### config.mk
export PLATFORM = sky130hd
export DESIGN_NAME = ext_pin_irq_detect_flags
export DESIGN_NICKNAME = d
export VERILOG_FILES = /design/src/ext_pin_irq_pkg.sv /design/src/ext_pin_sync.sv /design/src/ext_pin_irq_detect_flags.sv
export VERILOG_INCLUDE_DIRS = /design/src
export SDC_FILE = /design/constraint.sdc
export NUM_CORES = 1
export LEC_CHECK = 0
export BUFFER_PORTS_ARGS = -buffer_cell sky130_fd_sc_hd__buf_2
export CORE_UTILIZATION = 52
export CTS_BUF_LIST = sky130_fd_sc_hd__clkbuf_8
export CTS_CLUSTER_DIAMETER = 200
export DETAILED_ROUTE_END_ITERATION = 8
export GPL_ROUTABILITY_DRIVEN = 0
export PLACE_DENSITY_LB_ADDON = 0.15
export SLEW_MARGIN = 20
export SYNTH_ARGS = -nofsm -noshare
export SYNTH_HDL_FRONTEND = slang
export SYNTH_SLANG_ARGS = --single-unit
### constraint.sdc
create_clock -name clk -period 4.4 [get_ports clk]
set_input_delay 0 -clock clk [delete_from_list [all_inputs] [get_ports clk]]
set_output_delay 0 -clock clk [all_outputs]
set_load 0.02 [all_outputs]
### src/ext_pin_irq_defs.svh
`ifndef EXT_PIN_IRQ_DEFS_SVH
`define EXT_PIN_IRQ_DEFS_SVH

// Pin counts and register widths.
`define EPI_PORT_PINS 16
`define EPI_REQ_PINS 6
`define EPI_GROUP_PINS 8
`define EPI_FLAGS_W 8
`define EPI_REQ_SENSE_W 12
`define EPI_ADDR_W 12

// Register byte offsets on the APB.
`define EPI_OFS_SENSE 12'h000
`define EPI_OFS_ENABLE 12'h004
`define EPI_OFS_FLAGS 12'h008
`define EPI_OFS_REQ_SENSE 12'h00c
`define EPI_OFS_IRQ_STATUS 12'h010
`define EPI_OFS_IRQ_MASK 12'h014
`define EPI_OFS_PIN_LEVEL 12'h018

// Reset values.
`define EPI_SENSE_RST 16'h0000
`define EPI_ENABLE_RST 16'h0000
`define EPI_FLAGS_RST 8'h00
`define EPI_REQ_SENSE_RST 12'h000
`define EPI_IRQ_RST 8'h00

// Field positions inside the request flag register and the level register.
`define EPI_LOW_GROUP_BIT 7
`define EPI_HIGH_GROUP_BIT 6
`define EPI_LEVEL_REQ_LSB 16

// Cycles after reset release before edge detection trusts the pin history.
`define EPI_WARM_CYCLES 2'h3

`endif

### src/ext_pin_irq_pkg.sv
package ext_pin_irq_pkg;

	typedef enum logic [1:0] {
		sense_fall = 2'b00,
		sense_rise = 2'b01,
		sense_low = 2'b10,
		sense_reserved = 2'b11
	} req_sense_t;

	typedef logic [31:0] apb_word_t;

endpackage

### src/ext_pin_sync.sv
`timescale 1ns/100ps
`default_nettype none

module ext_pin_sync #(
	parameter int WIDTH = 1
) (
	input wire logic clk,
	input wire logic rst_n,
	input wire logic [WIDTH-1:0] async_in,
	output logic [WIDTH-1:0] sync_out
);

	logic [WIDTH-1:0] stage1;

	// The first stage feeds only the second one.
	always_ff @(posedge clk or negedge rst_n) begin
		if (!rst_n) begin
			stage1 <= '0;
			sync_out <= '0;
		end else begin
			stage1 <= async_in;
			sync_out <= stage1;
		end
	end

endmodule

`default_nettype wire

### src/ext_pin_irq_detect_flags.sv
// The APB register port and the register offsets were chosen for this implementation.
`timescale 1ns/100ps
`default_nettype none
`include "ext_pin_irq_defs.svh"

module ext_pin_irq_detect_flags
	import ext_pin_irq_pkg::*;
#(
	parameter int ADDR_W = `EPI_ADDR_W
) (
	input wire logic clk,
	input wire logic rst_n,
	input wire logic psel,
	input wire logic penable,
	input wire logic pwrite,
	input wire logic [ADDR_W-1:0] paddr,
	input wire logic [31:0] pwdata,
	input wire logic [3:0] pstrb,
	output logic [31:0] prdata,
	output logic pready,
	output logic pslverr,
	input wire logic [`EPI_PORT_PINS-1:0] port_irq_pin,
	input wire logic [`EPI_REQ_PINS-1:0] ext_request_pin,
	output logic low_port_group_flag,
	output logic high_port_group_flag,
	output logic [`EPI_REQ_PINS-1:0] request_pin_irq,
	output logic irq
);

	// Reset release is synchronised; assertion stays asynchronous.
	logic rst_meta_n;
	logic rst_sync_n;

	always_ff @(posedge clk or negedge rst_n) begin
		if (!rst_n) begin
			rst_meta_n <= 1'b0;
			rst_sync_n <= 1'b0;
		end else begin
			rst_meta_n <= 1'b1;
			rst_sync_n <= rst_meta_n;
		end
	end

	// Pin inputs come from outside the clock domain.
	logic [`EPI_PORT_PINS-1:0] port_level;
	logic [`EPI_REQ_PINS-1:0] req_level;

	ext_pin_sync #(
		.WIDTH(`EPI_PORT_PINS)
	) port_sync (
		.clk(clk),
		.rst_n(rst_sync_n),
		.async_in(port_irq_pin),
		.sync_out(port_level)
	);

	ext_pin_sync #(
		.WIDTH(`EPI_REQ_PINS)
	) req_sync (
		.clk(clk),
		.rst_n(rst_sync_n),
		.async_in(ext_request_pin),
		.sync_out(req_level)
	);

	// The synchroniser holds reset values for two cycles after release, so
	// edges seen before the pipeline has filled would be false ones.
	logic [1:0] warm_count;
	logic primed;

	always_ff @(posedge clk or negedge rst_sync_n) begin
		if (!rst_sync_n) begin
			warm_count <= 2'h0;
		end else if (warm_count != `EPI_WARM_CYCLES) begin
			warm_count <= warm_count + 2'h1;
		end
	end

	assign primed = (warm_count == `EPI_WARM_CYCLES);

	// APB decode.
	logic setup_phase;
	logic access_phase;
	logic addr_hit;
	logic wr_access;
	logic rd_access;
	logic wr_sense;
	logic wr_enable;
	logic wr_flags;
	logic wr_req_sense;
	logic wr_status;
	logic wr_mask;
	logic rd_flags;

	always_comb begin
		case (paddr)
			`EPI_OFS_SENSE,
			`EPI_OFS_ENABLE,
			`EPI_OFS_FLAGS,
			`EPI_OFS_REQ_SENSE,
			`EPI_OFS_IRQ_STATUS,
			`EPI_OFS_IRQ_MASK,
			`EPI_OFS_PIN_LEVEL: addr_hit = 1'b1;
			default: addr_hit = 1'b0;
		endcase
	end

	assign setup_phase = psel & ~penable;
	assign access_phase = psel & penable;
	assign wr_access = access_phase & pwrite & addr_hit;
	assign rd_access = access_phase & ~pwrite & addr_hit;
	assign wr_sense = wr_access & (paddr == `EPI_OFS_SENSE);
	assign wr_enable = wr_access & (paddr == `EPI_OFS_ENABLE);
	assign wr_flags = wr_access & (paddr == `EPI_OFS_FLAGS) & pstrb[0];
	assign wr_req_sense = wr_access & (paddr == `EPI_OFS_REQ_SENSE);
	assign wr_status = wr_access & (paddr == `EPI_OFS_IRQ_STATUS) & pstrb[0];
	assign wr_mask = wr_access & (paddr == `EPI_OFS_IRQ_MASK) & pstrb[0];
	assign rd_flags = rd_access & (paddr == `EPI_OFS_FLAGS);

	// Every access completes in its first access cycle.
	assign pready = 1'b1;
	assign pslverr = access_phase & ~addr_hit;

	// Port pin sense and enable registers, written per byte lane.
	logic [`EPI_PORT_PINS-1:0] port_pin_sense_select;
	logic [`EPI_PORT_PINS-1:0] port_pin_request_enable;

	always_ff @(posedge clk or negedge rst_sync_n) begin
		if (!rst_sync_n) begin
			port_pin_sense_select <= `EPI_SENSE_RST;
		end else if (wr_sense) begin
			if (pstrb[0]) begin
				port_pin_sense_select[7:0] <= pwdata[7:0];
			end
			if (pstrb[1]) begin
				port_pin_sense_select[15:8] <= pwdata[15:8];
			end
		end
	end

	always_ff @(posedge clk or negedge rst_sync_n) begin
		if (!rst_sync_n) begin
			port_pin_request_enable <= `EPI_ENABLE_RST;
		end else if (wr_enable) begin
			if (pstrb[0]) begin
				port_pin_request_enable[7:0] <= pwdata[7:0];
			end
			if (pstrb[1]) begin
				port_pin_request_enable[15:8] <= pwdata[15:8];
			end
		end
	end

	// Request pin sense fields, two bits per pin.
	logic [`EPI_REQ_SENSE_W-1:0] request_pin_sense_control;

	always_ff @(posedge clk or negedge rst_sync_n) begin
		if (!rst_sync_n) begin
			request_pin_sense_control <= `EPI_REQ_SENSE_RST;
		end else if (wr_req_sense) begin
			if (pstrb[0]) begin
				request_pin_sense_control[7:0] <= pwdata[7:0];
			end
			if (pstrb[1]) begin
				request_pin_sense_control[11:8] <= pwdata[11:8];
			end
		end
	end

	// Port pin requests and their two group flags.
	logic [`EPI_PORT_PINS-1:0] port_request;

	genvar gp;
	generate
		for (gp = 0; gp < `EPI_PORT_PINS; gp = gp + 1) begin : g_port
			assign port_request[gp] = port_pin_request_enable[gp]
				& (port_level[gp] == port_pin_sense_select[gp]);
		end
	endgenerate

	always_ff @(posedge clk or negedge rst_sync_n) begin
		if (!rst_sync_n) begin
			low_port_group_flag <= 1'b0;
			high_port_group_flag <= 1'b0;
		end else begin
			low_port_group_flag <= |port_request[7:0];
			high_port_group_flag <= |port_request[15:8];
		end
	end

	// External request pin detection, one flag per pin.
	logic [`EPI_REQ_PINS-1:0] request_pin_flag;
	logic [`EPI_REQ_PINS-1:0] read_armed;
	logic [`EPI_REQ_PINS-1:0] level_prev;

	always_ff @(posedge clk or negedge rst_sync_n) begin
		if (!rst_sync_n) begin
			level_prev <= '0;
		end else begin
			level_prev <= req_level;
		end
	end

	genvar gr;
	generate
		for (gr = 0; gr < `EPI_REQ_PINS; gr = gr + 1) begin : g_req
			req_sense_t mode;
			logic edge_seen;
			logic clear_req;

			assign mode = req_sense_t'(request_pin_sense_control[2*gr +: 2]);

			always_comb begin
				case (mode)
					sense_fall: edge_seen = level_prev[gr] & ~req_level[gr];
					sense_rise: edge_seen = ~level_prev[gr] & req_level[gr];
					default: edge_seen = 1'b0;
				endcase
			end

			// A written 1 leaves the flag alone; a 0 clears it only after
			// software has seen it set, so a blind write cannot lose a request.
			assign clear_req = wr_flags & ~pwdata[gr] & read_armed[gr];

			// A new edge in the same cycle as a clear keeps the flag set.
			always_ff @(posedge clk or negedge rst_sync_n) begin
				if (!rst_sync_n) begin
					request_pin_flag[gr] <= 1'b0;
				end else if (mode == sense_low) begin
					request_pin_flag[gr] <= ~req_level[gr];
				end else if (primed && edge_seen) begin
					request_pin_flag[gr] <= 1'b1;
				end else if (clear_req) begin
					request_pin_flag[gr] <= 1'b0;
				end
			end

			always_ff @(posedge clk or negedge rst_sync_n) begin
				if (!rst_sync_n) begin
					read_armed[gr] <= 1'b0;
				end else if (rd_flags) begin
					read_armed[gr] <= prdata[gr];
				end else if (clear_req || !request_pin_flag[gr]) begin
					read_armed[gr] <= 1'b0;
				end
			end
		end
	endgenerate

	// The latched flag is the request handed on to the priority logic.
	assign request_pin_irq = request_pin_flag;

	logic [`EPI_FLAGS_W-1:0] external_request_flags;

	always_comb begin
		external_request_flags = `EPI_FLAGS_RST;
		external_request_flags[`EPI_REQ_PINS-1:0] = request_pin_flag;
		external_request_flags[`EPI_LOW_GROUP_BIT] = low_port_group_flag;
		external_request_flags[`EPI_HIGH_GROUP_BIT] = high_port_group_flag;
	end

	// Interrupt status: each flag rising sets a sticky bit, write 1 clears.
	logic [`EPI_FLAGS_W-1:0] flags_prev;
	logic [`EPI_FLAGS_W-1:0] flag_event;
	logic [`EPI_FLAGS_W-1:0] irq_status;
	logic [`EPI_FLAGS_W-1:0] irq_mask;

	always_ff @(posedge clk or negedge rst_sync_n) begin
		if (!rst_sync_n) begin
			flags_prev <= `EPI_FLAGS_RST;
		end else begin
			flags_prev <= external_request_flags;
		end
	end

	assign flag_event = external_request_flags & ~flags_prev;

	always_ff @(posedge clk or negedge rst_sync_n) begin
		if (!rst_sync_n) begin
			irq_status <= `EPI_IRQ_RST;
		end else if (wr_status) begin
			irq_status <= (irq_status & ~pwdata[7:0]) | flag_event;
		end else begin
			irq_status <= irq_status | flag_event;
		end
	end

	always_ff @(posedge clk or negedge rst_sync_n) begin
		if (!rst_sync_n) begin
			irq_mask <= `EPI_IRQ_RST;
		end else if (wr_mask) begin
			irq_mask <= pwdata[7:0];
		end
	end

	always_ff @(posedge clk or negedge rst_sync_n) begin
		if (!rst_sync_n) begin
			irq <= 1'b0;
		end else begin
			irq <= |(irq_status & irq_mask);
		end
	end

	// Read data is captured in the setup cycle so it is stable during the
	// access cycle; a flag read arms the clear with exactly what was returned.
	apb_word_t rd_word;

	always_comb begin
		rd_word = '0;
		case (paddr)
			`EPI_OFS_SENSE: rd_word[15:0] = port_pin_sense_select;
			`EPI_OFS_ENABLE: rd_word[15:0] = port_pin_request_enable;
			`EPI_OFS_FLAGS: rd_word[7:0] = external_request_flags;
			`EPI_OFS_REQ_SENSE: rd_word[11:0] = request_pin_sense_control;
			`EPI_OFS_IRQ_STATUS: rd_word[7:0] = irq_status;
			`EPI_OFS_IRQ_MASK: rd_word[7:0] = irq_mask;
			`EPI_OFS_PIN_LEVEL: begin
				rd_word[15:0] = port_level;
				rd_word[`EPI_LEVEL_REQ_LSB +: `EPI_REQ_PINS] = req_level;
			end
			default: rd_word = '0;
		endcase
	end

	always_ff @(posedge clk or negedge rst_sync_n) begin
		if (!rst_sync_n) begin
			prdata <= '0;
		end else if (setup_phase && !pwrite) begin
			prdata <= rd_word;
		end
	end

endmodule

`default_nettype wire

==> impl_metrics.env, run 1 <==
export IMPL_clock_sinks=159
export IMPL_place_area_sq_um=7260
export IMPL_synth_compound_area_share_pct=11.7
export IMPL_pre_cts_ws_ns=1.48
export IMPL_rows=41
export IMPL_slew_headroom_pct=33.9
export IMPL_async_reset_ff_share_pct=100
export IMPL_post_cts_resized=0
export IMPL_synth_edf_count=0
export IMPL_cts_tree="yes"
export IMPL_core_sq_um=12600
export IMPL_end_kind="flip-flop"
export IMPL_synth_adder_area_share_pct=0.187
export IMPL_crit_path_max_fanout=10
export IMPL_setup_viol=0
export IMPL_syn2layout_area_growth_pct=19.8
export IMPL_clock_latency_ns=0.46
export IMPL_setup_tns_ns=0
export IMPL_design_area_sq_um=8030
export IMPL_grt_pass1_wl_um=25600
export IMPL_fin_crit_ns=2.52
export IMPL_synthDistinctLibCells=52
export IMPL_routedWlPerCell_um=19.4
export IMPL_synthMuxAreaShare_pct=13.0
export IMPL_multiInputGateArea_sq_um=2510
export IMPL_cap_violations=0
export IMPL_power_density_nw_per_um2=336
export IMPL_grt_pass1_vias=4673
export IMPL_path_clk_slew_ns=0.08
export IMPL_worstPathArrival_ns=2.86
export IMPL_fmax_ghz=0.397
export IMPL_clockBufferDepth=2
export IMPL_yosysTopAreaCellShare_pct=59.4
export IMPL_post_cts_buffers=0
export IMPL_drcViolationCount=0
export IMPL_period_share_pct=57.3
export IMPL_outcome="finished, final reports clean"
export IMPL_finClkSkew_ns=0.0144
export IMPL_synth_xor_area_share_pct=2.35
export IMPL_fill_cells=1010
export IMPL_hold_buffers=40
export IMPL_gr_total_overflow=0
export IMPL_ant_nets=0
export IMPL_syn_area_sq_um=6700
export IMPL_cts_made_buffers=17
export IMPL_die_width_um=116
export IMPL_leakage_uw=0.00366
export IMPL_routed_via_density=5.66
export IMPL_die_height_um=116
export IMPL_hold_viol_final=0
export IMPL_initial_core_util_pct=53.3
export IMPL_vias=4771
export IMPL_synthCells=532
export IMPL_nets=735
export IMPL_grt_max_degree=99
export IMPL_synth_area_per_cell_sq_um=12.6
export IMPL_worst_pin_slew_ns=0.983
export IMPL_rsz0062_at_grt="false"
export IMPL_fin_total_pwr_uw=2700
export IMPL_synth_top_family_by_area="multiplexers"
export IMPL_synthTopCellsByArea="dfrtp_1 (59%), mux2_2 (9.4%), o21ai_0 (2.8%)"
export IMPL_seq_area_frac_synth_pct=59.4
export IMPL_hold_path_class="in -> reg"
export IMPL_antennaDiodeCount=0
export IMPL_drt_wl_total_um=16300
export IMPL_yosys_warnings=0
export IMPL_dieArea_sq_um=13300
export IMPL_synthFlopType="dfrtp_1"
export IMPL_drt_iter0_markers=267
export IMPL_cp_start_kind="input pin"
export IMPL_io_buffer_count=88
export IMPL_seq_area_sq_um=3980
export IMPL_dp_hpwl_um=10800
export IMPL_drive_gt1_share_pct=28.2
export IMPL_peakVddDrop_v=0.000321
export IMPL_pin_count=118
export IMPL_grt_usage_pct=26.5
export IMPL_synth_simple_area_share_pct=9.48
export IMPL_final_setup_worst_slack_ns=1.88
export IMPL_antenna_found_initial=0
export IMPL_synth_top_area_cell="dfrtp_1"
export IMPL_crit_required_ns=4.74
export IMPL_clockRootBuffer="clkbuf_8"
export IMPL_worstSetupPathType="in -> reg"
export IMPL_synth_seq_cells=159
export IMPL_dr_pass1_iters=5
export IMPL_htree_levels=4
export IMPL_hold_slack_ns=0.0925
export IMPL_slew_violations=0
==> Yosys cell counts, drive strengths merged (4+ instances only) <==
| cell type | n |
|---|---|
| dfrtp | 159 |
| mux2 | 56 |
| o21ai | 38 |
| nand2 | 29 |
| inv | 22 |
| buf | 20 |
| xnor2 | 18 |
| mux2i | 15 |
| a22oi | 14 |
| clkbuf | 13 |
| a21oi | 10 |
| nor2 | 10 |
| nor3 | 10 |
| nor4 | 10 |
| a22o | 9 |
| a31oi | 7 |
| nor3b | 7 |
| a32o | 6 |
| o211ai | 6 |
| a2bb2oi | 5 |
| nand3b | 5 |
| nand4 | 5 |
| o31ai | 5 |
| or4 | 5 |
| a21o | 4 |
| and2 | 4 |
| mux4 | 4 |
| nand3 | 4 |
==> report_power, final <==
group	total (uW)	internal [uW]	switching (uW)
sequential	1520	1490	28.3
clock	1010	482	523
combinational	178	76.8	101
==> critical path, stage by stage <==
cell	delay [ns]
buf_2	0.09
or4_1	0.69
nor4_1	0.81
nor2b_1	0.84
mux2_2	0.42
==> stage by stage <==
step / util (%) / std cells
finish: 63.9 / 843
global route: 63.9 / 843
CTS: 63.9 / 843
detailed placement: 57.8 / 772
floorplan: - / 542
global placement: 57.8 / 772
==> placed cells by master (no fill, tap or decap), types with 5 or more instances in the layout <==
| cell type | synthesis | routed |
|---|---|---|
| o211ai_1 | 6 | 6 |
| or4_1 | 5 | 5 |
| mux2i_1 | 15 | 15 |
| buf_2 | 5 | 88 |
| a22oi_1 | 14 | 14 |
| conb_1 | 2 | 12 |
| clkinvlp_4 | 0 | 5 |
| a22o_1 | 9 | 9 |
| nand4_1 | 5 | 5 |
| clkbuf_8 | 0 | 20 |
| nor4_1 | 9 | 9 |
| nand3b_1 | 5 | 5 |
| dfrtp_1 | 159 | 158 |
| o31ai_1 | 5 | 5 |
| o21ai_0 | 38 | 38 |
| xnor2_1 | 18 | 18 |
| nor3_1 | 8 | 8 |
| a31oi_1 | 7 | 7 |
| nor2_1 | 8 | 8 |
| a21oi_1 | 10 | 10 |
| mux2_2 | 56 | 56 |
| inv_1 | 22 | 24 |
| a32o_1 | 6 | 6 |
| a2bb2oi_1 | 5 | 5 |
| nor3b_1 | 7 | 7 |
| dlygate4sd3_1 | 0 | 40 |
| nand2_1 | 29 | 29 |
==> flip-flops by register name, indices dropped and copies added, names as in the netlist, 6 cells and up <==
register and count:
flags_prev 8, irq_mask 8, irq_status 8, level_prev 6, port_pin_request_enable 16, port_pin_sense_select 16
port_sync.stage1 16, port_sync.sync_out 16, prdata 22, read_armed 6, req_sync.stage1 6, req_sync.sync_out 6
request_pin_irq 6, request_pin_sense_control 12
==> kinds of logic (layout without fill, tap and decap cells) <==
kind of cell    Yosys count  in the layout
flops                   159            159
compound gates          116            116
simple gates            106            106
mux                      75             75
buf+inv                  55            184
xor+xnor                 18             18
other cells               2             12
fa+ha+maj                 1              1
==> routing by layer <==
metal	up-vias	routed length (um)	part of all wire [%]	GRT usage, %
met4	0	325	2.0	9.35
met1	2415	7000	43	35.4
met3	23	966	5.9	7.17
li1	2186	-	-	-
met5	-	0	0	0
met2	147	8040	49	41.8
==> final timing paths <==
kind,slack (ns),start,cells after the start,to
hold / removal,0.09,pwrite,5,prdata[7]
hold reg to reg,0.35,req_sync.stage1[2],0,req_sync.sync_out[2]
setup / recovery,1.88,paddr[10],5,request_pin_sense_control[2]
setup reg to reg,2.96,warm_count[0],4,request_pin_irq[3]
min in group asynchronous,0.40,rst_n,3,rst_sync_n
max in group asynchronous,3.02,rst_sync_n,1,port_sync.stage1[7]
==> cell type report <==
class                      count  share of cell area [%]
tap                          172                    2.68
clock inverter                11                    1.17
timing repair buffer         131                    10.9
sequential                   159                    49.6
multi-input combinational    328                    31.2
inverter                      22                    1.03
clock buffer                  20                    3.43
(Power assumes the default switching activity.)
==> inputs of run 2 (changes only) <==
Clock period 4.4 ns to 2 ns, I/O delays scaled along.
==> impl_metrics.env, run 2 (same netlist as run 1, synthesis figures left out) <==
export IMPL_rr_worst_depth=5
export IMPL_outcome="finished, final reports clean"
export IMPL_final_util_pct=66.4
export IMPL_drt_iter0_markers=356
export IMPL_drcViolationCount=0
export IMPL_setup_viol=0
export IMPL_grt_max_degree=88
export IMPL_hold_path_class="in -> reg"
export IMPL_dp_hpwl_um=11600
export IMPL_antenna_found_initial=0
export IMPL_pin_count=118
export IMPL_hold_path_depth=4
export IMPL_final_setup_worst_slack_ns=0.411
export IMPL_seq_area_sq_um=3980
export IMPL_post_cts_resized=0
export IMPL_die_height_um=116
export IMPL_cp_num_buf_inv=2
export IMPL_path_clk_slew_ns=0.08
export IMPL_cts_made_buffers=17
export IMPL_fin_crit_ns=1.59
export IMPL_cts_tree="yes"
export IMPL_slew_headroom_pct=66.6
export IMPL_htree_levels=4
export IMPL_routed_via_density=5.56
export IMPL_drt_wl_total_um=16800
export IMPL_period_share_pct=79.5
export IMPL_drive_gt1_share_pct=31.6
export IMPL_fmax_ghz=0.629
export IMPL_syn2layout_area_growth_pct=24.4
export IMPL_leakage_uw=0.00384
export IMPL_power_density_nw_per_um2=730
export IMPL_vias=4848
export IMPL_final_common_cell="dfrtp_1"
export IMPL_crit_required_ns=2.34
export IMPL_slew_violations=0
export IMPL_top_register="prdata"
export IMPL_die_width_um=116
export IMPL_finClkSkew_ns=0.00906
export IMPL_initial_core_util_pct=53.3
export IMPL_peakVddDrop_v=0.000548
export IMPL_routedWlPerCell_um=19.2
export IMPL_mostFrequentLayoutCells="dfrtp_1 (158), buf_2 (88), mux2_2 (55)"
export IMPL_largest_reg_flops=22
export IMPL_pre_cts_ws_ns=-0.0534
export IMPL_grt_pass1_vias=4875
export IMPL_setup_tns_ns=0
export IMPL_cp_top_family="simple AND/OR/NAND/NOR gates"
export IMPL_crit_top_cell="or4_4"
export IMPL_rsz0062_at_grt="false"
export IMPL_nets=765
export IMPL_end_kind="flip-flop"
export IMPL_cap_violations=0
export IMPL_path_cells="buf_2 -> or4_4 -> or4_4 -> nor3_4 -> buf_12 -> mux2_2"
export IMPL_antennaDiodeCount=0
export IMPL_grt_pass1_wl_um=26300
export IMPL_multiInputGateArea_sq_um=2520
export IMPL_gr_total_overflow=0
export IMPL_clockRootBuffer="clkbuf_8"
export IMPL_io_buffer_count=88
export IMPL_clockBufferDepth=2
export IMPL_dr_pass1_iters=4
export IMPL_slowest_stage="or4_4"
export IMPL_worstSetupPathType="in -> reg"
export IMPL_ant_nets=0
export IMPL_crit_path_max_fanout=8
export IMPL_rows=41
export IMPL_cp_start_kind="input pin"
export IMPL_core_sq_um=12600
export IMPL_clock_sinks=159
export IMPL_grt_usage_pct=27.2
export IMPL_worstPathArrival_ns=1.93
export IMPL_cpPeakStageDelay_ns=0.58
export IMPL_dieArea_sq_um=13300
export IMPL_cp_depth=6
export IMPL_hold_viol_final=0
export IMPL_worst_pin_slew_ns=0.501
export IMPL_fill_cells=969
export IMPL_clock_latency_ns=0.45
run 2: tightest hold or removal path: stages:
cell and delay (ns):
buf_2 0.18, o211ai_1 0.11, a41oi_1 0.12, o21ai_0 0.07
run 2: final timing paths:
check	from	end	slack [ns]
min in group asynchronous	rst_sync_n	level_prev[4]	0.35
worst min-delay path	paddr[3]	prdata[0]	0.06
worst max register to register	warm_count[0]	request_pin_irq[0]	0.55
worst min register to register	rst_sync_n	level_prev[4]	0.35
max in group asynchronous	rst_sync_n	port_sync.sync_out[7]	1.24
worst max-delay path	paddr[9]	port_pin_sense_select[4]	0.41
run 2: layout make-up:
type	count	share of cell area, %
Clock inverter	13	1.82
Sequential cell	159	47.8
Tap cell	172	2.58
Multi-Input combinational cell	328	30.2
Timing Repair Buffer	161	13.8
Inverter	22	0.990
Clock buffer	17	2.81
run 2: what timing repair did:
item	in CTS	in global routing
setup buffers	0	0
hold buffers	40	0
hold endpoints to repair	89	0
run 2: metal layers:
| layer | GRT usage, % | wire, um | vias up |
|---|---|---|---|
| li1 | - | - | 2228 |
| met4 | 11.1 | 455 | 0 |
| met5 | 0 | 0 | - |
| met2 | 42.6 | 8050 | 193 |
| met3 | 7.37 | 1090 | 34 |
| met1 | 36.3 | 7180 | 2393 |
run 2: power by group:
| group | internal [uW] | switching, uW | leakage [uW] | total, uW |
|---|---|---|---|---|
| Sequential | 3270 | 44.0 | 0.00198 | 3320 |
| Clock | 1200 | 1130 | 0.000192 | 2330 |
| Combinational | 186 | 252 | 0.00166 | 438 |
run 2: per-stage QoR:
stage | power, uW | hold WS (ns) | std cells | instance area [sq um]
3_5_place_dp | 3760 | -0.213 | 802 | 7550
6_report | 6090 | 0.0649 | 872 | 8340
4_1_cts | 6140 | 0.0469 | 872 | 8340
2_1_floorplan | 3590 | -0.296 | 542 | 6770
5_1_grt | 6330 | 0.0660 | 872 | 8340
3_3_place_gp | 3750 | -0.214 | 802 | 7550
